<file path="src/scp_pkg.sv">
// Constants, types and helpers shared by both ends of the serial command ports.
// Assumes a single 25 MHz system clock on each end.
`default_nettype none

package scp_pkg;

  // ----------------------------------------------------------------
  // Clock and baud rates
  // ----------------------------------------------------------------
  localparam int CLK_HZ = 25_000_000;
  localparam int PKT_BAUD = 115_200;
  localparam int TXT_BAUD = 9_600;
  localparam logic [15:0] PKT_DIV = 16'((CLK_HZ + PKT_BAUD / 2) / PKT_BAUD);
  localparam logic [15:0] TXT_DIV = 16'((CLK_HZ + TXT_BAUD / 2) / TXT_BAUD);

  // ----------------------------------------------------------------
  // Character and framing layout
  // ----------------------------------------------------------------
  localparam int DATA_BITS = 8;
  localparam logic [3:0] STOP_BIT_IDX = 4'h9;
  localparam logic [3:0] TX_DONE_IDX = 4'hA;
  localparam int FIFO_WIDTH = 9;
  localparam int FIFO_DEPTH = 8;
  localparam int LAST_BIT_POS = 8;
  localparam logic [7:0] HDLC_FLAG = 8'h7E;
  localparam logic [7:0] HDLC_ESC = 8'h7D;
  localparam logic [7:0] HDLC_XOR = 8'h20;

  // ----------------------------------------------------------------
  // Reset values and timing
  // ----------------------------------------------------------------
  localparam logic LINE_IDLE = 1'b1;
  localparam int TX_GAP_NS = 50_000;
  localparam logic [15:0] TX_GAP_CYC =
    16'((TX_GAP_NS * (CLK_HZ / 1_000_000) + 999) / 1000);
  localparam int HOST_GAP_NS = 50_000;
  localparam logic [15:0] HOST_GAP_CYC =
    16'((HOST_GAP_NS * (CLK_HZ / 1_000_000) + 999) / 1000);
  localparam logic [15:0] REQ_GAP_CYC = 16'h0001;

  // ----------------------------------------------------------------
  // Frame sender states
  // ----------------------------------------------------------------
  typedef enum logic [2:0] {
    FR_IDLE = 3'b000,
    FR_REQ = 3'b001,
    FR_DATA = 3'b010,
    FR_ESC2 = 3'b011,
    FR_CLOSE = 3'b100,
    FR_DRAIN = 3'b101
  } scp_frame_type;

  function automatic logic is_special(input logic [7:0] b);
    is_special = (b == HDLC_FLAG) || (b == HDLC_ESC);
  endfunction

endpackage

`default_nettype wire

</file>
<file path="src/scp_if.sv">
// Wires joining the device end and the host end of the serial command ports.
// Assumes both ends run from their own copy of the same system clock.
`timescale 1ns/100ps
`default_nettype none

interface scp_if;
  logic pkt_to_host;
  logic pkt_from_host;
  logic transmit_side_request_n;
  logic transmit_side_clear_n;
  logic receive_side_request_n;
  logic receive_side_clear_n;
  logic text_port_a_in;
  logic text_port_a_out;
  logic text_port_b_in;
  logic text_port_b_out;

  modport dev (
    input pkt_from_host, transmit_side_clear_n, receive_side_request_n,
    input text_port_a_in, text_port_b_in,
    output pkt_to_host, transmit_side_request_n, receive_side_clear_n,
    output text_port_a_out, text_port_b_out
  );

  modport host (
    output pkt_from_host, transmit_side_clear_n, receive_side_request_n,
    output text_port_a_in, text_port_b_in,
    input pkt_to_host, transmit_side_request_n, receive_side_clear_n,
    input text_port_a_out, text_port_b_out
  );
endinterface

`default_nettype wire

</file>
<file path="src/scp_dev_end.sv">
// Device end of the serial command ports, with the shared serial building blocks.
// Assumes line inputs are asynchronous and the host end follows the link handshake.
`timescale 1ns/100ps
`default_nettype none

// ----------------------------------------------------------------
// Three-stage line synchroniser
// ----------------------------------------------------------------
module scp_sync3 (
  input wire logic i_clk_sys,
  input wire logic i_resetn,
  input wire logic i_pin,
  output logic o_level
);
  logic s1_reg, s2_reg, s3_reg, level_reg;
  always_ff @(posedge i_clk_sys or negedge i_resetn)
  begin
    if (!i_resetn)
    begin
      s1_reg <= scp_pkg::LINE_IDLE;
      s2_reg <= scp_pkg::LINE_IDLE;
      s3_reg <= scp_pkg::LINE_IDLE;
      level_reg <= scp_pkg::LINE_IDLE;
    end
    else
    begin
      s1_reg <= i_pin;
      s2_reg <= s1_reg;
      s3_reg <= s2_reg;
      if (s2_reg == s3_reg)
        level_reg <= s3_reg;
    end
  end
  assign o_level = level_reg;
endmodule

// ----------------------------------------------------------------
// Character transmitter
// ----------------------------------------------------------------
module scp_uart_tx (
  input wire logic i_clk_sys,
  input wire logic i_resetn,
  input wire logic [15:0] i_div,
  input wire logic [7:0] i_data,
  input wire logic i_valid,
  output logic o_ready,
  output logic o_line
);
  logic idle_reg, line_reg;
  logic [8:0] sh_reg;
  logic [3:0] bits_reg;
  logic [15:0] cnt_reg;
  wire logic tick = !idle_reg && (cnt_reg == 16'h0000);
  always_ff @(posedge i_clk_sys or negedge i_resetn)
  begin
    if (!i_resetn)
    begin
      idle_reg <= 1'b1;
      line_reg <= scp_pkg::LINE_IDLE;
      sh_reg <= 9'h1FF;
      bits_reg <= 4'h0;
      cnt_reg <= 16'h0000;
    end
    else if (idle_reg)
    begin
      if (i_valid)
      begin
        idle_reg <= 1'b0;
        line_reg <= 1'b0;
        sh_reg <= {1'b1, i_data};
        bits_reg <= 4'h1;
        cnt_reg <= i_div - 16'h0001;
      end
    end
    else if (!tick)
      cnt_reg <= cnt_reg - 16'h0001;
    else
    begin
      cnt_reg <= i_div - 16'h0001;
      bits_reg <= bits_reg + 4'h1;
      if (bits_reg == scp_pkg::TX_DONE_IDX)
        idle_reg <= 1'b1;
      else
      begin
        line_reg <= sh_reg[0];
        sh_reg <= {1'b1, sh_reg[8:1]};
      end
    end
  end
  assign o_ready = idle_reg;
  assign o_line = line_reg;
endmodule

// ----------------------------------------------------------------
// Character receiver
// ----------------------------------------------------------------
module scp_uart_rx (
  input wire logic i_clk_sys,
  input wire logic i_resetn,
  input wire logic [15:0] i_div,
  input wire logic i_line,
  output logic [7:0] o_data,
  output logic o_valid,
  output logic o_busy
);
  logic busy_reg, valid_reg;
  logic [15:0] cnt_reg;
  logic [3:0] bits_reg;
  logic [7:0] sh_reg, data_reg;
  always_ff @(posedge i_clk_sys or negedge i_resetn)
  begin
    if (!i_resetn)
    begin
      busy_reg <= 1'b0;
      valid_reg <= 1'b0;
      cnt_reg <= 16'h0000;
      bits_reg <= 4'h0;
      sh_reg <= 8'h00;
      data_reg <= 8'h00;
    end
    else
    begin
      valid_reg <= 1'b0;
      if (!busy_reg)
      begin
        if (!i_line)
        begin
          busy_reg <= 1'b1;
          cnt_reg <= {1'b0, i_div[15:1]};
          bits_reg <= 4'h0;
        end
      end
      else if (cnt_reg != 16'h0000)
        cnt_reg <= cnt_reg - 16'h0001;
      else
      begin
        cnt_reg <= i_div - 16'h0001;
        bits_reg <= bits_reg + 4'h1;
        if (bits_reg == 4'h0 && i_line)
          busy_reg <= 1'b0;
        else if (bits_reg == scp_pkg::STOP_BIT_IDX)
        begin
          busy_reg <= 1'b0;
          valid_reg <= i_line;
          data_reg <= sh_reg;
        end
        else if (bits_reg != 4'h0)
          sh_reg <= {i_line, sh_reg[7:1]};
      end
    end
  end
  assign o_data = data_reg;
  assign o_valid = valid_reg;
  assign o_busy = busy_reg;
endmodule

// ----------------------------------------------------------------
// Word FIFO
// ----------------------------------------------------------------
module scp_fifo #(
  parameter int WIDTH = scp_pkg::FIFO_WIDTH,
  parameter int DEPTH = scp_pkg::FIFO_DEPTH
) (
  input wire logic i_clk_sys,
  input wire logic i_resetn,
  input wire logic [WIDTH-1:0] i_data,
  input wire logic i_valid,
  output logic o_ready,
  output logic [WIDTH-1:0] o_data,
  output logic o_valid,
  input wire logic i_ready
);
  localparam int AW = $clog2(DEPTH);
  logic [WIDTH-1:0] mem [DEPTH];
  logic [AW-1:0] wr_reg, rd_reg;
  logic [AW:0] cnt_reg;
  logic ready_reg;
  wire logic push = i_valid && ready_reg;
  wire logic pop = i_ready && (cnt_reg != '0);
  wire logic [AW:0] cnt_next = cnt_reg + (AW + 1)'(push) - (AW + 1)'(pop);
  always_ff @(posedge i_clk_sys)
  begin
    if (push)
      mem[wr_reg] <= i_data;
  end
  always_ff @(posedge i_clk_sys or negedge i_resetn)
  begin
    if (!i_resetn)
    begin
      wr_reg <= '0;
      rd_reg <= '0;
      cnt_reg <= '0;
      ready_reg <= 1'b1;
    end
    else
    begin
      wr_reg <= push ? wr_reg + AW'(1) : wr_reg;
      rd_reg <= pop ? rd_reg + AW'(1) : rd_reg;
      cnt_reg <= cnt_next;
      ready_reg <= cnt_next != (AW + 1)'(DEPTH);
    end
  end
  assign o_ready = ready_reg;
  assign o_valid = cnt_reg != '0;
  assign o_data = mem[rd_reg];
endmodule

// ----------------------------------------------------------------
// Frame sender with request and clear handshake
// ----------------------------------------------------------------
module scp_framer (
  input wire logic i_clk_sys,
  input wire logic i_resetn,
  input wire logic i_clear_n,
  input wire logic [15:0] i_gap,
  input wire logic [8:0] i_data,
  input wire logic i_valid,
  output logic o_ready,
  output logic o_line,
  output logic o_req_n,
  output logic o_busy
);
  scp_pkg::scp_frame_type state_reg, state_next;
  logic [15:0] gap_reg;
  logic req_n_reg;
  logic u_ready;
  wire logic last = i_data[scp_pkg::LAST_BIT_POS];
  wire logic special = scp_pkg::is_special(i_data[7:0]);
  wire logic in_req = state_reg == scp_pkg::FR_REQ;
  wire logic in_data = state_reg == scp_pkg::FR_DATA;
  wire logic in_esc = state_reg == scp_pkg::FR_ESC2;
  wire logic in_close = state_reg == scp_pkg::FR_CLOSE;
  // Once the opening flag is out, the clear input is no longer looked at.
  wire logic go = (in_req && !i_clear_n) || (in_data && i_valid) || in_esc || in_close;
  wire logic accept = go && u_ready;
  wire logic [7:0] esc_byte = i_data[7:0] ^ scp_pkg::HDLC_XOR;
  wire logic [7:0] data_byte = special ? scp_pkg::HDLC_ESC : i_data[7:0];
  wire logic [7:0] tx_byte = (in_req || in_close) ? scp_pkg::HDLC_FLAG :
                             (in_esc ? esc_byte : data_byte);
  assign o_ready = accept && ((in_data && !special) || in_esc);
  always_comb
  begin
    state_next = state_reg;
    unique case (state_reg)
      scp_pkg::FR_IDLE:
        if (i_valid && gap_reg == 16'h0000)
          state_next = scp_pkg::FR_REQ;
      scp_pkg::FR_REQ:
        if (accept)
          state_next = scp_pkg::FR_DATA;
      scp_pkg::FR_DATA:
        if (accept)
          state_next = special ? scp_pkg::FR_ESC2 : (last ? scp_pkg::FR_CLOSE : scp_pkg::FR_DATA);
      scp_pkg::FR_ESC2:
        if (accept)
          state_next = last ? scp_pkg::FR_CLOSE : scp_pkg::FR_DATA;
      scp_pkg::FR_CLOSE:
        if (accept)
          state_next = scp_pkg::FR_DRAIN;
      scp_pkg::FR_DRAIN:
        if (u_ready)
          state_next = scp_pkg::FR_IDLE;
      default:
        state_next = scp_pkg::FR_IDLE;
    endcase
  end
  always_ff @(posedge i_clk_sys or negedge i_resetn)
  begin
    if (!i_resetn)
    begin
      state_reg <= scp_pkg::FR_IDLE;
      req_n_reg <= 1'b1;
      gap_reg <= 16'h0000;
    end
    else
    begin
      state_reg <= state_next;
      req_n_reg <= state_next == scp_pkg::FR_IDLE;
      if (state_reg == scp_pkg::FR_DRAIN && u_ready)
        gap_reg <= i_gap;
      else if (gap_reg != 16'h0000)
        gap_reg <= gap_reg - 16'h0001;
    end
  end
  scp_uart_tx u_tx (
    .i_clk_sys(i_clk_sys),
    .i_resetn(i_resetn),
    .i_div(scp_pkg::PKT_DIV),
    .i_data(tx_byte),
    .i_valid(go),
    .o_ready(u_ready),
    .o_line(o_line)
  );
  assign o_req_n = req_n_reg;
  assign o_busy = state_reg != scp_pkg::FR_IDLE;
endmodule

// ----------------------------------------------------------------
// Frame receiver
// ----------------------------------------------------------------
module scp_deframe (
  input wire logic i_clk_sys,
  input wire logic i_resetn,
  input wire logic [7:0] i_byte,
  input wire logic i_valid,
  output logic [7:0] o_data,
  output logic o_valid,
  output logic o_end
);
  logic esc_reg, open_reg, had_reg, valid_reg, end_reg;
  logic [7:0] data_reg;
  wire logic is_flag = i_byte == scp_pkg::HDLC_FLAG;
  wire logic is_esc = i_byte == scp_pkg::HDLC_ESC;
  wire logic [7:0] plain = esc_reg ? (i_byte ^ scp_pkg::HDLC_XOR) : i_byte;
  always_ff @(posedge i_clk_sys or negedge i_resetn)
  begin
    if (!i_resetn)
    begin
      {esc_reg, open_reg, had_reg, valid_reg, end_reg} <= 5'h00;
      data_reg <= 8'h00;
    end
    else
    begin
      valid_reg <= 1'b0;
      end_reg <= 1'b0;
      if (i_valid && is_flag)
      begin
        end_reg <= open_reg && had_reg;
        {open_reg, had_reg, esc_reg} <= 3'h4;
      end
      else if (i_valid && is_esc)
        esc_reg <= 1'b1;
      else if (i_valid && open_reg)
      begin
        data_reg <= plain;
        {valid_reg, had_reg, esc_reg} <= 3'h6;
      end
    end
  end
  assign o_data = data_reg;
  assign o_valid = valid_reg;
  assign o_end = end_reg;
endmodule

// ----------------------------------------------------------------
// Device end
// ----------------------------------------------------------------
// Function
// - packet port 115200 baud, transmit-side flow control only.
// - packets use HDLC framing, one stop, no parity.
// - receive-side handshake optional; reception works without it.
// - device asserts transmit request before any byte.
// - host drives transmit clear low when ready.
// - after clear seen, whole packet sent without pausing.
// - request released after packet, held off minimum gap.
// - host releases clear before packet end, waits interval.
// - text port two wires, fixed 9600 baud, 8N1.
// - ports idle low power, wake on activity.
// - host holds unused handshake inputs at inactive level.
// - text port pin pair chosen by external memory setting.
module scp_dev_end (
  input wire logic i_clk_sys,
  input wire logic i_resetn,
  scp_if.dev link,
  input wire logic i_ext_mem_en,
  input wire logic [7:0] i_pkt_data,
  input wire logic i_pkt_valid,
  input wire logic i_pkt_last,
  output logic o_pkt_ready,
  output logic [7:0] o_rx_data,
  output logic o_rx_valid,
  output logic o_rx_end,
  input wire logic [7:0] i_txt_data,
  input wire logic i_txt_valid,
  output logic o_txt_ready,
  output logic [7:0] o_txt_data,
  output logic o_txt_valid,
  output logic o_awake
);
  logic from_host, clear_n, rx_req_n, txt_a, txt_b;
  logic [8:0] f_data;
  logic f_valid, f_ready, fr_busy, pkt_busy, txt_busy, txt_line;
  logic [7:0] pkt_byte;
  logic pkt_byte_valid;
  logic a_out_reg, b_out_reg, rx_clear_n_reg, awake_reg;
  scp_sync3 u_s_from (.i_clk_sys(i_clk_sys), .i_resetn(i_resetn),
    .i_pin(link.pkt_from_host), .o_level(from_host));
  scp_sync3 u_s_clear (.i_clk_sys(i_clk_sys), .i_resetn(i_resetn),
    .i_pin(link.transmit_side_clear_n), .o_level(clear_n));
  scp_sync3 u_s_rreq (.i_clk_sys(i_clk_sys), .i_resetn(i_resetn),
    .i_pin(link.receive_side_request_n), .o_level(rx_req_n));
  scp_sync3 u_s_ta (.i_clk_sys(i_clk_sys), .i_resetn(i_resetn),
    .i_pin(link.text_port_a_in), .o_level(txt_a));
  scp_sync3 u_s_tb (.i_clk_sys(i_clk_sys), .i_resetn(i_resetn),
    .i_pin(link.text_port_b_in), .o_level(txt_b));
  // The FIFO lets the user queue a packet while the host still withholds clear.
  scp_fifo u_fifo (.i_clk_sys(i_clk_sys), .i_resetn(i_resetn),
    .i_data({i_pkt_last, i_pkt_data}), .i_valid(i_pkt_valid), .o_ready(o_pkt_ready),
    .o_data(f_data), .o_valid(f_valid), .i_ready(f_ready));
  scp_framer u_framer (.i_clk_sys(i_clk_sys), .i_resetn(i_resetn),
    .i_clear_n(clear_n), .i_gap(scp_pkg::TX_GAP_CYC), .i_data(f_data),
    .i_valid(f_valid), .o_ready(f_ready), .o_line(link.pkt_to_host),
    .o_req_n(link.transmit_side_request_n), .o_busy(fr_busy));
  scp_uart_rx u_prx (.i_clk_sys(i_clk_sys), .i_resetn(i_resetn),
    .i_div(scp_pkg::PKT_DIV), .i_line(from_host), .o_data(pkt_byte),
    .o_valid(pkt_byte_valid), .o_busy(pkt_busy));
  scp_deframe u_deframe (.i_clk_sys(i_clk_sys), .i_resetn(i_resetn),
    .i_byte(pkt_byte), .i_valid(pkt_byte_valid), .o_data(o_rx_data),
    .o_valid(o_rx_valid), .o_end(o_rx_end));
  wire logic txt_in = i_ext_mem_en ? txt_b : txt_a;
  scp_uart_rx u_trx (.i_clk_sys(i_clk_sys), .i_resetn(i_resetn),
    .i_div(scp_pkg::TXT_DIV), .i_line(txt_in), .o_data(o_txt_data),
    .o_valid(o_txt_valid), .o_busy(txt_busy));
  scp_uart_tx u_ttx (.i_clk_sys(i_clk_sys), .i_resetn(i_resetn),
    .i_div(scp_pkg::TXT_DIV), .i_data(i_txt_data), .i_valid(i_txt_valid),
    .o_ready(o_txt_ready), .o_line(txt_line));
  wire logic activity = fr_busy || f_valid || pkt_busy || txt_busy || !o_txt_ready ||
                        !from_host || !txt_in;
  always_ff @(posedge i_clk_sys or negedge i_resetn)
  begin
    if (!i_resetn)
    begin
      a_out_reg <= scp_pkg::LINE_IDLE;
      b_out_reg <= scp_pkg::LINE_IDLE;
      rx_clear_n_reg <= 1'b1;
      awake_reg <= 1'b0;
    end
    else
    begin
      a_out_reg <= i_ext_mem_en ? scp_pkg::LINE_IDLE : txt_line;
      b_out_reg <= i_ext_mem_en ? txt_line : scp_pkg::LINE_IDLE;
      rx_clear_n_reg <= rx_req_n;
      awake_reg <= activity;
    end
  end
  assign link.text_port_a_out = a_out_reg;
  assign link.text_port_b_out = b_out_reg;
  assign link.receive_side_clear_n = rx_clear_n_reg;
  assign o_awake = awake_reg;
endmodule

`default_nettype wire

</file>
<file path="src/flat_wrapper.sv">
// flat-port wrapper written by rule: the top's interface ports become plain ports
module scp_dev_end_flat 
  (i_clk_sys, i_resetn, i_ext_mem_en, i_pkt_data, i_pkt_valid, i_pkt_last, o_pkt_ready, o_rx_data, o_rx_valid, o_rx_end, i_txt_data, i_txt_valid, o_txt_ready, o_txt_data, o_txt_valid, o_awake, link_pkt_from_host, link_transmit_side_clear_n, link_receive_side_request_n, link_text_port_a_in, link_text_port_b_in, link_pkt_to_host, link_transmit_side_request_n, link_receive_side_clear_n, link_text_port_a_out, link_text_port_b_out);
  scp_if link_i ();
  input wire logic i_clk_sys;
  input wire logic i_resetn;
  input wire logic i_ext_mem_en;
  input wire logic [7:0] i_pkt_data;
  input wire logic i_pkt_valid;
  input wire logic i_pkt_last;
  output logic o_pkt_ready;
  output logic [7:0] o_rx_data;
  output logic o_rx_valid;
  output logic o_rx_end;
  input wire logic [7:0] i_txt_data;
  input wire logic i_txt_valid;
  output logic o_txt_ready;
  output logic [7:0] o_txt_data;
  output logic o_txt_valid;
  output logic o_awake;
  input wire logic [$bits(link_i.pkt_from_host)-1:0] link_pkt_from_host;
  input wire logic [$bits(link_i.transmit_side_clear_n)-1:0] link_transmit_side_clear_n;
  input wire logic [$bits(link_i.receive_side_request_n)-1:0] link_receive_side_request_n;
  input wire logic [$bits(link_i.text_port_a_in)-1:0] link_text_port_a_in;
  input wire logic [$bits(link_i.text_port_b_in)-1:0] link_text_port_b_in;
  output wire logic [$bits(link_i.pkt_to_host)-1:0] link_pkt_to_host;
  output wire logic [$bits(link_i.transmit_side_request_n)-1:0] link_transmit_side_request_n;
  output wire logic [$bits(link_i.receive_side_clear_n)-1:0] link_receive_side_clear_n;
  output wire logic [$bits(link_i.text_port_a_out)-1:0] link_text_port_a_out;
  output wire logic [$bits(link_i.text_port_b_out)-1:0] link_text_port_b_out;
  assign link_i.pkt_from_host = link_pkt_from_host;
  assign link_i.transmit_side_clear_n = link_transmit_side_clear_n;
  assign link_i.receive_side_request_n = link_receive_side_request_n;
  assign link_i.text_port_a_in = link_text_port_a_in;
  assign link_i.text_port_b_in = link_text_port_b_in;
  assign link_pkt_to_host = link_i.pkt_to_host;
  assign link_transmit_side_request_n = link_i.transmit_side_request_n;
  assign link_receive_side_clear_n = link_i.receive_side_clear_n;
  assign link_text_port_a_out = link_i.text_port_a_out;
  assign link_text_port_b_out = link_i.text_port_b_out;
  scp_dev_end u_core (.i_clk_sys(i_clk_sys), .i_resetn(i_resetn), .link(link_i), .i_ext_mem_en(i_ext_mem_en), .i_pkt_data(i_pkt_data), .i_pkt_valid(i_pkt_valid), .i_pkt_last(i_pkt_last), .o_pkt_ready(o_pkt_ready), .o_rx_data(o_rx_data), .o_rx_valid(o_rx_valid), .o_rx_end(o_rx_end), .i_txt_data(i_txt_data), .i_txt_valid(i_txt_valid), .o_txt_ready(o_txt_ready), .o_txt_data(o_txt_data), .o_txt_valid(o_txt_valid), .o_awake(o_awake));
endmodule
</file>
<file path="config.mk">
export PLATFORM = sky130hd
export DESIGN_NAME = scp_dev_end_flat
export DESIGN_NICKNAME = d
export VERILOG_FILES = /design/src/scp_pkg.sv /design/src/scp_if.sv /design/src/scp_dev_end.sv /design/src/flat_wrapper.sv
export SDC_FILE = /design/constraint.sdc
export NUM_CORES = 1
export LEC_CHECK = 0
export BUFFER_PORTS_ARGS = -buffer_cell sky130_fd_sc_hd__buf_2
export CORE_MARGIN = 4
export CORE_UTILIZATION = 35
export CTS_CLUSTER_DIAMETER = 30
export DETAILED_ROUTE_END_ITERATION = 6
export PLACE_DENSITY_LB_ADDON = 0.15
export SETUP_SLACK_MARGIN = 0.3
export SYNTH_ARGS = -nofsm -noshare
export SYNTH_HDL_FRONTEND = slang
export SYNTH_SLANG_ARGS = --single-unit
export TNS_END_PERCENT = 20
</file>
<file path="constraint.sdc">
create_clock -name i_clk_sys -period 6.5 [get_ports i_clk_sys]
set_clock_uncertainty 0.15 [all_clocks]
set_input_delay 0.975 -clock i_clk_sys [delete_from_list [all_inputs] [get_ports i_clk_sys]]
set_output_delay 0.975 -clock i_clk_sys [all_outputs]
set_load 0.05 [all_outputs]
</file>
### After elaboration in Yosys (flattened, before gate mapping)

Memory sizes are Yosys's and may differ from the RTL's.
Index checks and enable logic that the tools add are counted.

* bits in registers: 206
* latch bits: 0
* bits in writable memories: 72
* memory bits (read-only): 0
* input bits: 27
* output and inout bits: 27
* logic and storage cells: 273
* memories kept: 1

Memory list
* u_core.u_fifo.mem: words 8, width 9, rd ports 1, clocked after Yosys merged registers in 0, wr ports 1, RTL line scp_dev_end.sv:174 `logic [WIDTH-1:0] mem [DEPTH];`

* add/sub/neg operators: 13
* multipliers: 0
* div/mod/pow operators: 0
* order comparisons: 0
* equality and inequality tests: 28
* shift operators: 0
* mux-type cells: 96
* bitwise operators: 10
* reductions and logical operators: 66

Operator list (count)
* 2-to-1 mux 16 bit: 14
* subtractor 16 x 1 -> 16 bit, second input constant: 5
* 2-to-1 mux 9 bit: 8
* 2-to-1 mux 1 bit: 49
* logical NOT 16 bit: 3
* 2-to-1 mux 4 bit: 12
* nonzero test 16 bit: 3
* equality test 8 x 7 -> 1 bit, second input constant: 4
* 2-to-1 mux 3 bit: 8
* 2-to-1 mux 8 bit: 3
* one-hot mux 3 bit (6 select lines): 1
* logical AND 1 bit: 17
* adder 4 x 1 -> 4 bit, second input constant: 4
* equality test 4 bit, second input constant: 4
* != test 2 bit, second input constant: 8
* logical OR 1 bit: 12
* nonzero test 4 bit: 3
* NOT 1 bit: 10
* AND reduction 2 bit: 5
* AND reduction 5 bit: 2
* AND reduction 3 bit: 3
* logical NOT 4 bit: 2
* AND reduction 4 bit: 2
* nonzero test 2 bit: 4
* other kinds (13): 27

### Logic depth before layout (Yosys ltp)

* depth in word-level cells: 10
* depth in mapped cells: 14
* gate-level depth less buffers: 12

### Cells and area by module

Synthesis repeated with hierarchy kept, for this count alone.

* cells, all modules: 1418
* area, all modules: 15242.1 um^2

By module, submodules not included
* scp_uart_rx: times used 2, cells each 252, area an instance 2399.8 um^2, sequential area each 950.9 um^2
* scp_fifo: times used 1, cells each 161, area an instance 3393.3 um^2, sequential area each 2438.6 um^2
* scp_uart_tx (u_core.u_ttx): times used 1, cells each 250, area an instance 2148.3 um^2, sequential area each 763.2 um^2
* scp_uart_tx (u_core.u_framer.u_tx): times used 1, cells each 232, area an instance 2006.9 um^2, sequential area each 763.2 um^2
* scp_framer: times used 1, cells each 186, area an instance 1520.2 um^2, sequential area each 501.7 um^2
* scp_deframe: times used 1, cells each 49, area an instance 639.4 um^2, sequential area each 325.3 um^2
* scp_sync3: times used 5, cells each 5, area an instance 116.4 um^2, sequential area each 105.1 um^2
* scp_dev_end: times used 1, cells each 11, area an instance 152.6 um^2, sequential area each 103.8 um^2

### Worst setup path before layout

No wires, ideal clock.

* kind: register to register
* start point: register u_core.u_fifo.rd_reg[1]
* end point: register u_core.u_fifo.ready_reg, in the netlist u_core.u_fifo.o_ready
* setup time: 82 ps
* data arrival time: 3181 ps
* required time: 6268 ps
* slack: 3087 ps
* cell stages (with the launch flop): 14
* buffers on the path: 2
* clock period less this slack: 3413 ps
* path through: dfrtp_1 buf_4 buf_2 mux4_2 mux2i_1 nand4_1 and2_1 ha_1 inv_1 ha_1 fa_1 xor2_1 nor3_1 nand2_1

* word-level cells in the longest chain between the ends: 10
* elaborated cells between the ends (all ways): 11
* classes of those cells: add/sub (1); eq/ne (3); reduce/logical (6); memory (1)

RTL lines
* from (decl): RTL line scp_dev_end.sv:175 `logic [AW-1:0] wr_reg, rd_reg;`
* from (signal assigned): RTL line scp_dev_end.sv:198 `rd_reg <= pop ? rd_reg + AW'(1) : rd_reg;`
* memory read (8 x 9 bit) (*)
* equality test 8 x 7 -> 1 bit: RTL line scp_pkg.sv:54 `is_special = (b == HDLC_FLAG) || (b == HDLC_ESC);`
* logical OR 1 bit (*): RTL line scp_pkg.sv:54
* logical NOT 1 bit (*): RTL line scp_dev_end.sv:240 `assign o_ready = accept && ((in_data && !special) || in_esc);`
* logical AND 1 bit (*): RTL line scp_dev_end.sv:240
* logical OR 1 bit (*): RTL line scp_dev_end.sv:240
* logical AND 1 bit (*): RTL line scp_dev_end.sv:240
* logical AND 1 bit (*): RTL line scp_dev_end.sv:179 `wire logic pop = i_ready && (cnt_reg != '0);`
* net u_core.u_fifo.pop: RTL line scp_dev_end.sv:179
* subtractor 4 x 1 -> 4 bit (*): RTL line scp_dev_end.sv:180 `wire logic [AW:0] cnt_next = cnt_reg + (AW + 1)'(push) - (AW + 1)'(pop);`
* net u_core.u_fifo.cnt_next[2]: RTL line scp_dev_end.sv:180
* != test 4 bit (*): RTL line scp_dev_end.sv:200 `ready_reg <= cnt_next != (AW + 1)'(DEPTH);`
* to (signal assigned): RTL line scp_dev_end.sv:200
* to (decl): RTL line scp_dev_end.sv:177 `logic ready_reg;`

Mark *: on every way through the listed nets, which the timed path passes. The rest lies on a longest branch.
A chain may end at the register's enable or synchronous reset.

### Worst setup path after layout

* start point: register u_core.u_fifo.rd_reg[0]
* end point: register u_core.u_fifo.ready_reg, in the netlist u_core.u_fifo.o_ready

The elaborated chain is that of the path after synthesis.

==> impl_metrics.xml <==
<?xml version="1.0" encoding="UTF-8"?>
<metrics>
  <group name="outcome">
    <metric name="status" unit="">complete, no violations</metric>
  </group>
  <group name="logic_synthesis">
    <metric name="ys.warnings.count" unit="">0</metric>
    <metric name="synth_simple_gate_area_share" unit="%">14.0</metric>
    <metric name="cell_accounting_for_the_most_synthesized_area" unit="">dfrtp_1</metric>
    <metric name="postSynthAreaPerCell" unit="sq um">12.0</metric>
    <metric name="yosys_register_bits" unit="">276</metric>
    <metric name="synth_seq_area_share" unit="%">55.9</metric>
    <metric name="ys_top_cells_by_area" unit="">dfrtp_1 (30%), edfxtp_1 (17%), dfstp_2 (9.0%), mux2_2 (5.3%), ha_1 (2.4%)</metric>
    <metric name="net_count_synth" unit="">1146</metric>
    <metric name="synth_async_sr_flop_share" unit="%">73.9</metric>
    <metric name="synth.distinct_cells" unit="">85</metric>
    <metric name="synth-compound-area-share" unit="%">10.8</metric>
    <metric name="post_synth_mux_area_share" unit="%">10.9</metric>
    <metric name="synth_top_flop_cell" unit="">dfrtp_1</metric>
    <metric name="synth_common_cells" unit="">dfrtp_1 (159), nor2_1 (80), edfxtp_1 (72)</metric>
    <metric name="syn-instance-count" unit="">1093</metric>
    <metric name="synth_most_common_cell" unit="">dfrtp_1</metric>
    <metric name="synth_top_family_by_area" unit="">simple AND/OR/NAND/NOR gates</metric>
    <metric name="synthXorXnorAreaFrac" unit="%">2.74</metric>
    <metric name="synth_edf_count" unit="">72</metric>
    <metric name="share_of_synthesized_cell_area_in_full_adder_half_adder_and_majority_cells" unit="%">2.92</metric>
    <metric name="proportion_of_netlist_area_held_by_the_largest_area_contributor" unit="%">30.4</metric>
    <metric name="post_synth_instance_area" unit="sq um">13100</metric>
  </group>
  <group name="grt">
    <metric name="grt_util_all_layers" unit="%">13.7</metric>
    <metric name="grt_pass1_wl" unit="microns">46400</metric>
    <metric name="total_gr_overflow" unit="">0</metric>
    <metric name="initial_antenna_violation_count" unit="">0</metric>
    <metric name="grt_start_max_net_pins" unit="">118</metric>
    <metric name="first_global_vias" unit="">9067</metric>
  </group>
  <group name="timing">
    <metric name="timing_worst_slew_pin_value" unit="ns">1.03</metric>
    <metric name="timing.fmax" unit="MHz">229</metric>
    <metric name="report.final.slew_viol_count" unit="">0</metric>
    <metric name="post-route-period-util" unit="%">67.1</metric>
    <metric name="finalHoldViolations" unit="">0</metric>
    <metric name="max-slew-margin-rel" unit="%">30.9</metric>
    <metric name="final_period_minus_worst_setup_slack" unit="ns">4.36</metric>
    <metric name="setup_repair_after_global_routing_missed_its_margin" unit="">no</metric>
    <metric name="fin_ws" unit="ns">2.14</metric>
    <metric name="finalSetupViolCount" unit="">0</metric>
    <metric name="final.setup.tns" unit="ns">0</metric>
  </group>
  <group name="routing">
    <metric name="wl" unit="microns">27500</metric>
    <metric name="detail-route-antenna-nets" unit="">0</metric>
    <metric name="drc_errors" unit="">0</metric>
    <metric name="route.vias.total" unit="">8828</metric>
    <metric name="post_drt_via_cell_ratio" unit="">5.16</metric>
    <metric name="detailedRoute.firstIterationViolations" unit="">459</metric>
    <metric name="firstDrtPassIters" unit="">6</metric>
    <metric name="detail_route.wl_per_cell" unit="microns">16.1</metric>
  </group>
  <group name="critical_path">
    <metric name="r2r_cells" unit="">13</metric>
    <metric name="critical_path_arrival" unit="ns">4.68</metric>
    <metric name="cp-end-kind" unit="">flop</metric>
    <metric name="critPathLaunchType" unit="">flop</metric>
    <metric name="cp_max_fo" unit="">18</metric>
    <metric name="worst_path_class_setup" unit="">flop to flop</metric>
    <metric name="cp.required" unit="ns">6.82</metric>
  </group>
  <group name="place">
    <metric name="placement.io_buffers" unit="">53</metric>
    <metric name="hpwl_detailed" unit="microns">17400</metric>
    <metric name="gpl.final_weighted_congestion" unit="">0.750</metric>
    <metric name="placed_cell_area" unit="sq um">13900</metric>
    <metric name="dp_worst_setup_slack" unit="ns">2.14</metric>
  </group>
  <group name="die">
    <metric name="fp.coreArea" unit="sq um">36800</metric>
    <metric name="chipHeight" unit="microns">201</metric>
    <metric name="placement_rows" unit="">70</metric>
    <metric name="start_util" unit="%">35.6</metric>
    <metric name="fp.dieW" unit="microns">201</metric>
    <metric name="dieArea" unit="sq um">40600</metric>
    <metric name="io-pin-count" unit="">54</metric>
  </group>
  <group name="clock_network">
    <metric name="cts-root-to-sink-buffers" unit="">3</metric>
    <metric name="cts_inserted_buffers" unit="">70</metric>
    <metric name="clock_insertion_delay_worst_skew" unit="ns">0.57</metric>
    <metric name="cts_max_level" unit="">3</metric>
    <metric name="cell_chosen_for_the_clock_root" unit="">clkbuf_16</metric>
    <metric name="post-cts-setup-buffers" unit="">0</metric>
    <metric name="cts_tree" unit="">done</metric>
    <metric name="clk_transition_reported_paths" unit="ns">0.05</metric>
    <metric name="cts.sink_count" unit="">276</metric>
    <metric name="post_cts_resize_count" unit="">0</metric>
    <metric name="cts.hold.buffers_added" unit="">0</metric>
  </group>
  <group name="final_layout">
    <metric name="final_design_area_no_fill" unit="sq um">16300</metric>
    <metric name="number_of_flip_flops_in_the_largest_register" unit="">72</metric>
    <metric name="diodes" unit="">0</metric>
    <metric name="layout-drive-gt1-share" unit="%">26.3</metric>
    <metric name="flow.area_growth_from_synthesis" unit="%">24.5</metric>
    <metric name="num-fill-cells" unit="">3360</metric>
    <metric name="fin_nets" unit="">1238</metric>
    <metric name="largest_register" unit="">u_core.u_fifo.mem</metric>
  </group>
  <group name="min_path">
    <metric name="worst_hold_path.num_cells" unit="">0</metric>
    <metric name="hold_class" unit="">flop to flop</metric>
  </group>
  <group name="power">
    <metric name="worst_ir_drop_vdd" unit="uV">213</metric>
    <metric name="power_leakage" unit="nW">6.90</metric>
    <metric name="power_per_cell_area" unit="nW/um^2">365</metric>
  </group>
  <group name="flow_run">
    <metric name="cap_viol_max_count" unit="">0</metric>
  </group>
</metrics>
==> power by group <==
| part | total [W] | internal [W] | switching [W] |
|---|---|---|---|
| logic | 0.000385 | 0.000161 | 0.000223 |
| registers | 0.00205 | 0.00195 | 0.000102 |
| clock network | 0.00351 | 0.00246 | 0.00106 |
| total | 0.00595 | 0.00457 | 0.00138 |
==> cells by family after synthesis <==
family,count (synthesis)
xor+xnor,41
buf+inv,84
fa+ha+maj,31
flops,276
simple gates,340
mux,105
compound gates,216
==> final timing paths <==
check / from / endpoint / slack [ns]
max in group asynchronous: i_resetn / u_core.u_prx.cnt_reg[8] / 4.65
setup / recovery: u_core.u_fifo.rd_reg[0] / u_core.u_fifo.o_ready / 2.14
min in group asynchronous: i_resetn / u_core.u_deframe.o_valid / 0.32
setup reg to reg: u_core.u_fifo.rd_reg[0] / u_core.u_fifo.o_ready / 2.14
hold / removal: u_core.u_s_rreq.s2_reg / u_core.u_s_rreq.s3_reg / 0.19
hold reg to reg: u_core.u_s_rreq.s2_reg / u_core.u_s_rreq.s3_reg / 0.19
==> metrics by stage <==
stage	power, W	hold slack [ns]	instances	utilization (%)
detailed placement	0.00247	0.198	1581	37.7
CTS	0.00604	0.195	1710	44.3
global placement	0.00246	0.196	1581	37.7
floorplan	0.00231	0.195	1093	-
global route	0.00621	0.200	1710	44.3
finish	0.00595	0.194	1710	44.3
==> layer usage <==
metal  routed length [microns]  GRT usage [%]  vias to the layer above
met4                       574           4.79                        0
met1                     13100           18.4                     4353
li1                          -              -                     4280
met2                     12700           21.4                      146
met5                         0              0                        -
met3                      1090           3.63                       49
==> worst max-delay path, stage by stage, from the launching register on <==
cell	delay (ns)
dfrtp_1	0.87
buf_4	0.33
mux4_2	0.54
nand2b_1	0.17
o21ai_1	0.32
nand4_1	0.32
and2_1	0.26
ha_1	0.27
inv_1	0.04
ha_1	0.22
fa_1	0.41
xor2_1	0.16
nor3_1	0.13
nand2_1	0.08
==> cell usage in the layout (no fill, tap or decap), types with 13 or more instances in the layout <==
cell / count
o21ai_0: 55
buf_2: 52
edfxtp_1: 72
nand2_1: 60
dfstp_2: 45
clkinv_2: 13
nor3_1: 36
a21oi_1: 50
nand4_1: 13
mux2_2: 62
a22o_1: 13
mux2i_1: 21
ha_1: 25
nor2_1: 80
nand3_1: 39
a21o_1: 17
inv_1: 38
buf_4: 13
dfrtp_1: 159
clkbuf_16: 71
xnor2_1: 34
==> layout make-up <==
type	count	area (sq um)	share of cell area, %
flip-flops and latches	276	7320	44.9
well taps	468	586	3.59
inverters	38	143	0.875
repair buffers	66	373	2.29
clock inverters	38	498	3.06
multi-input cells	733	5450	33.4
clock buffers	91	1930	11.9
Power figures use the tool's default switching activity.
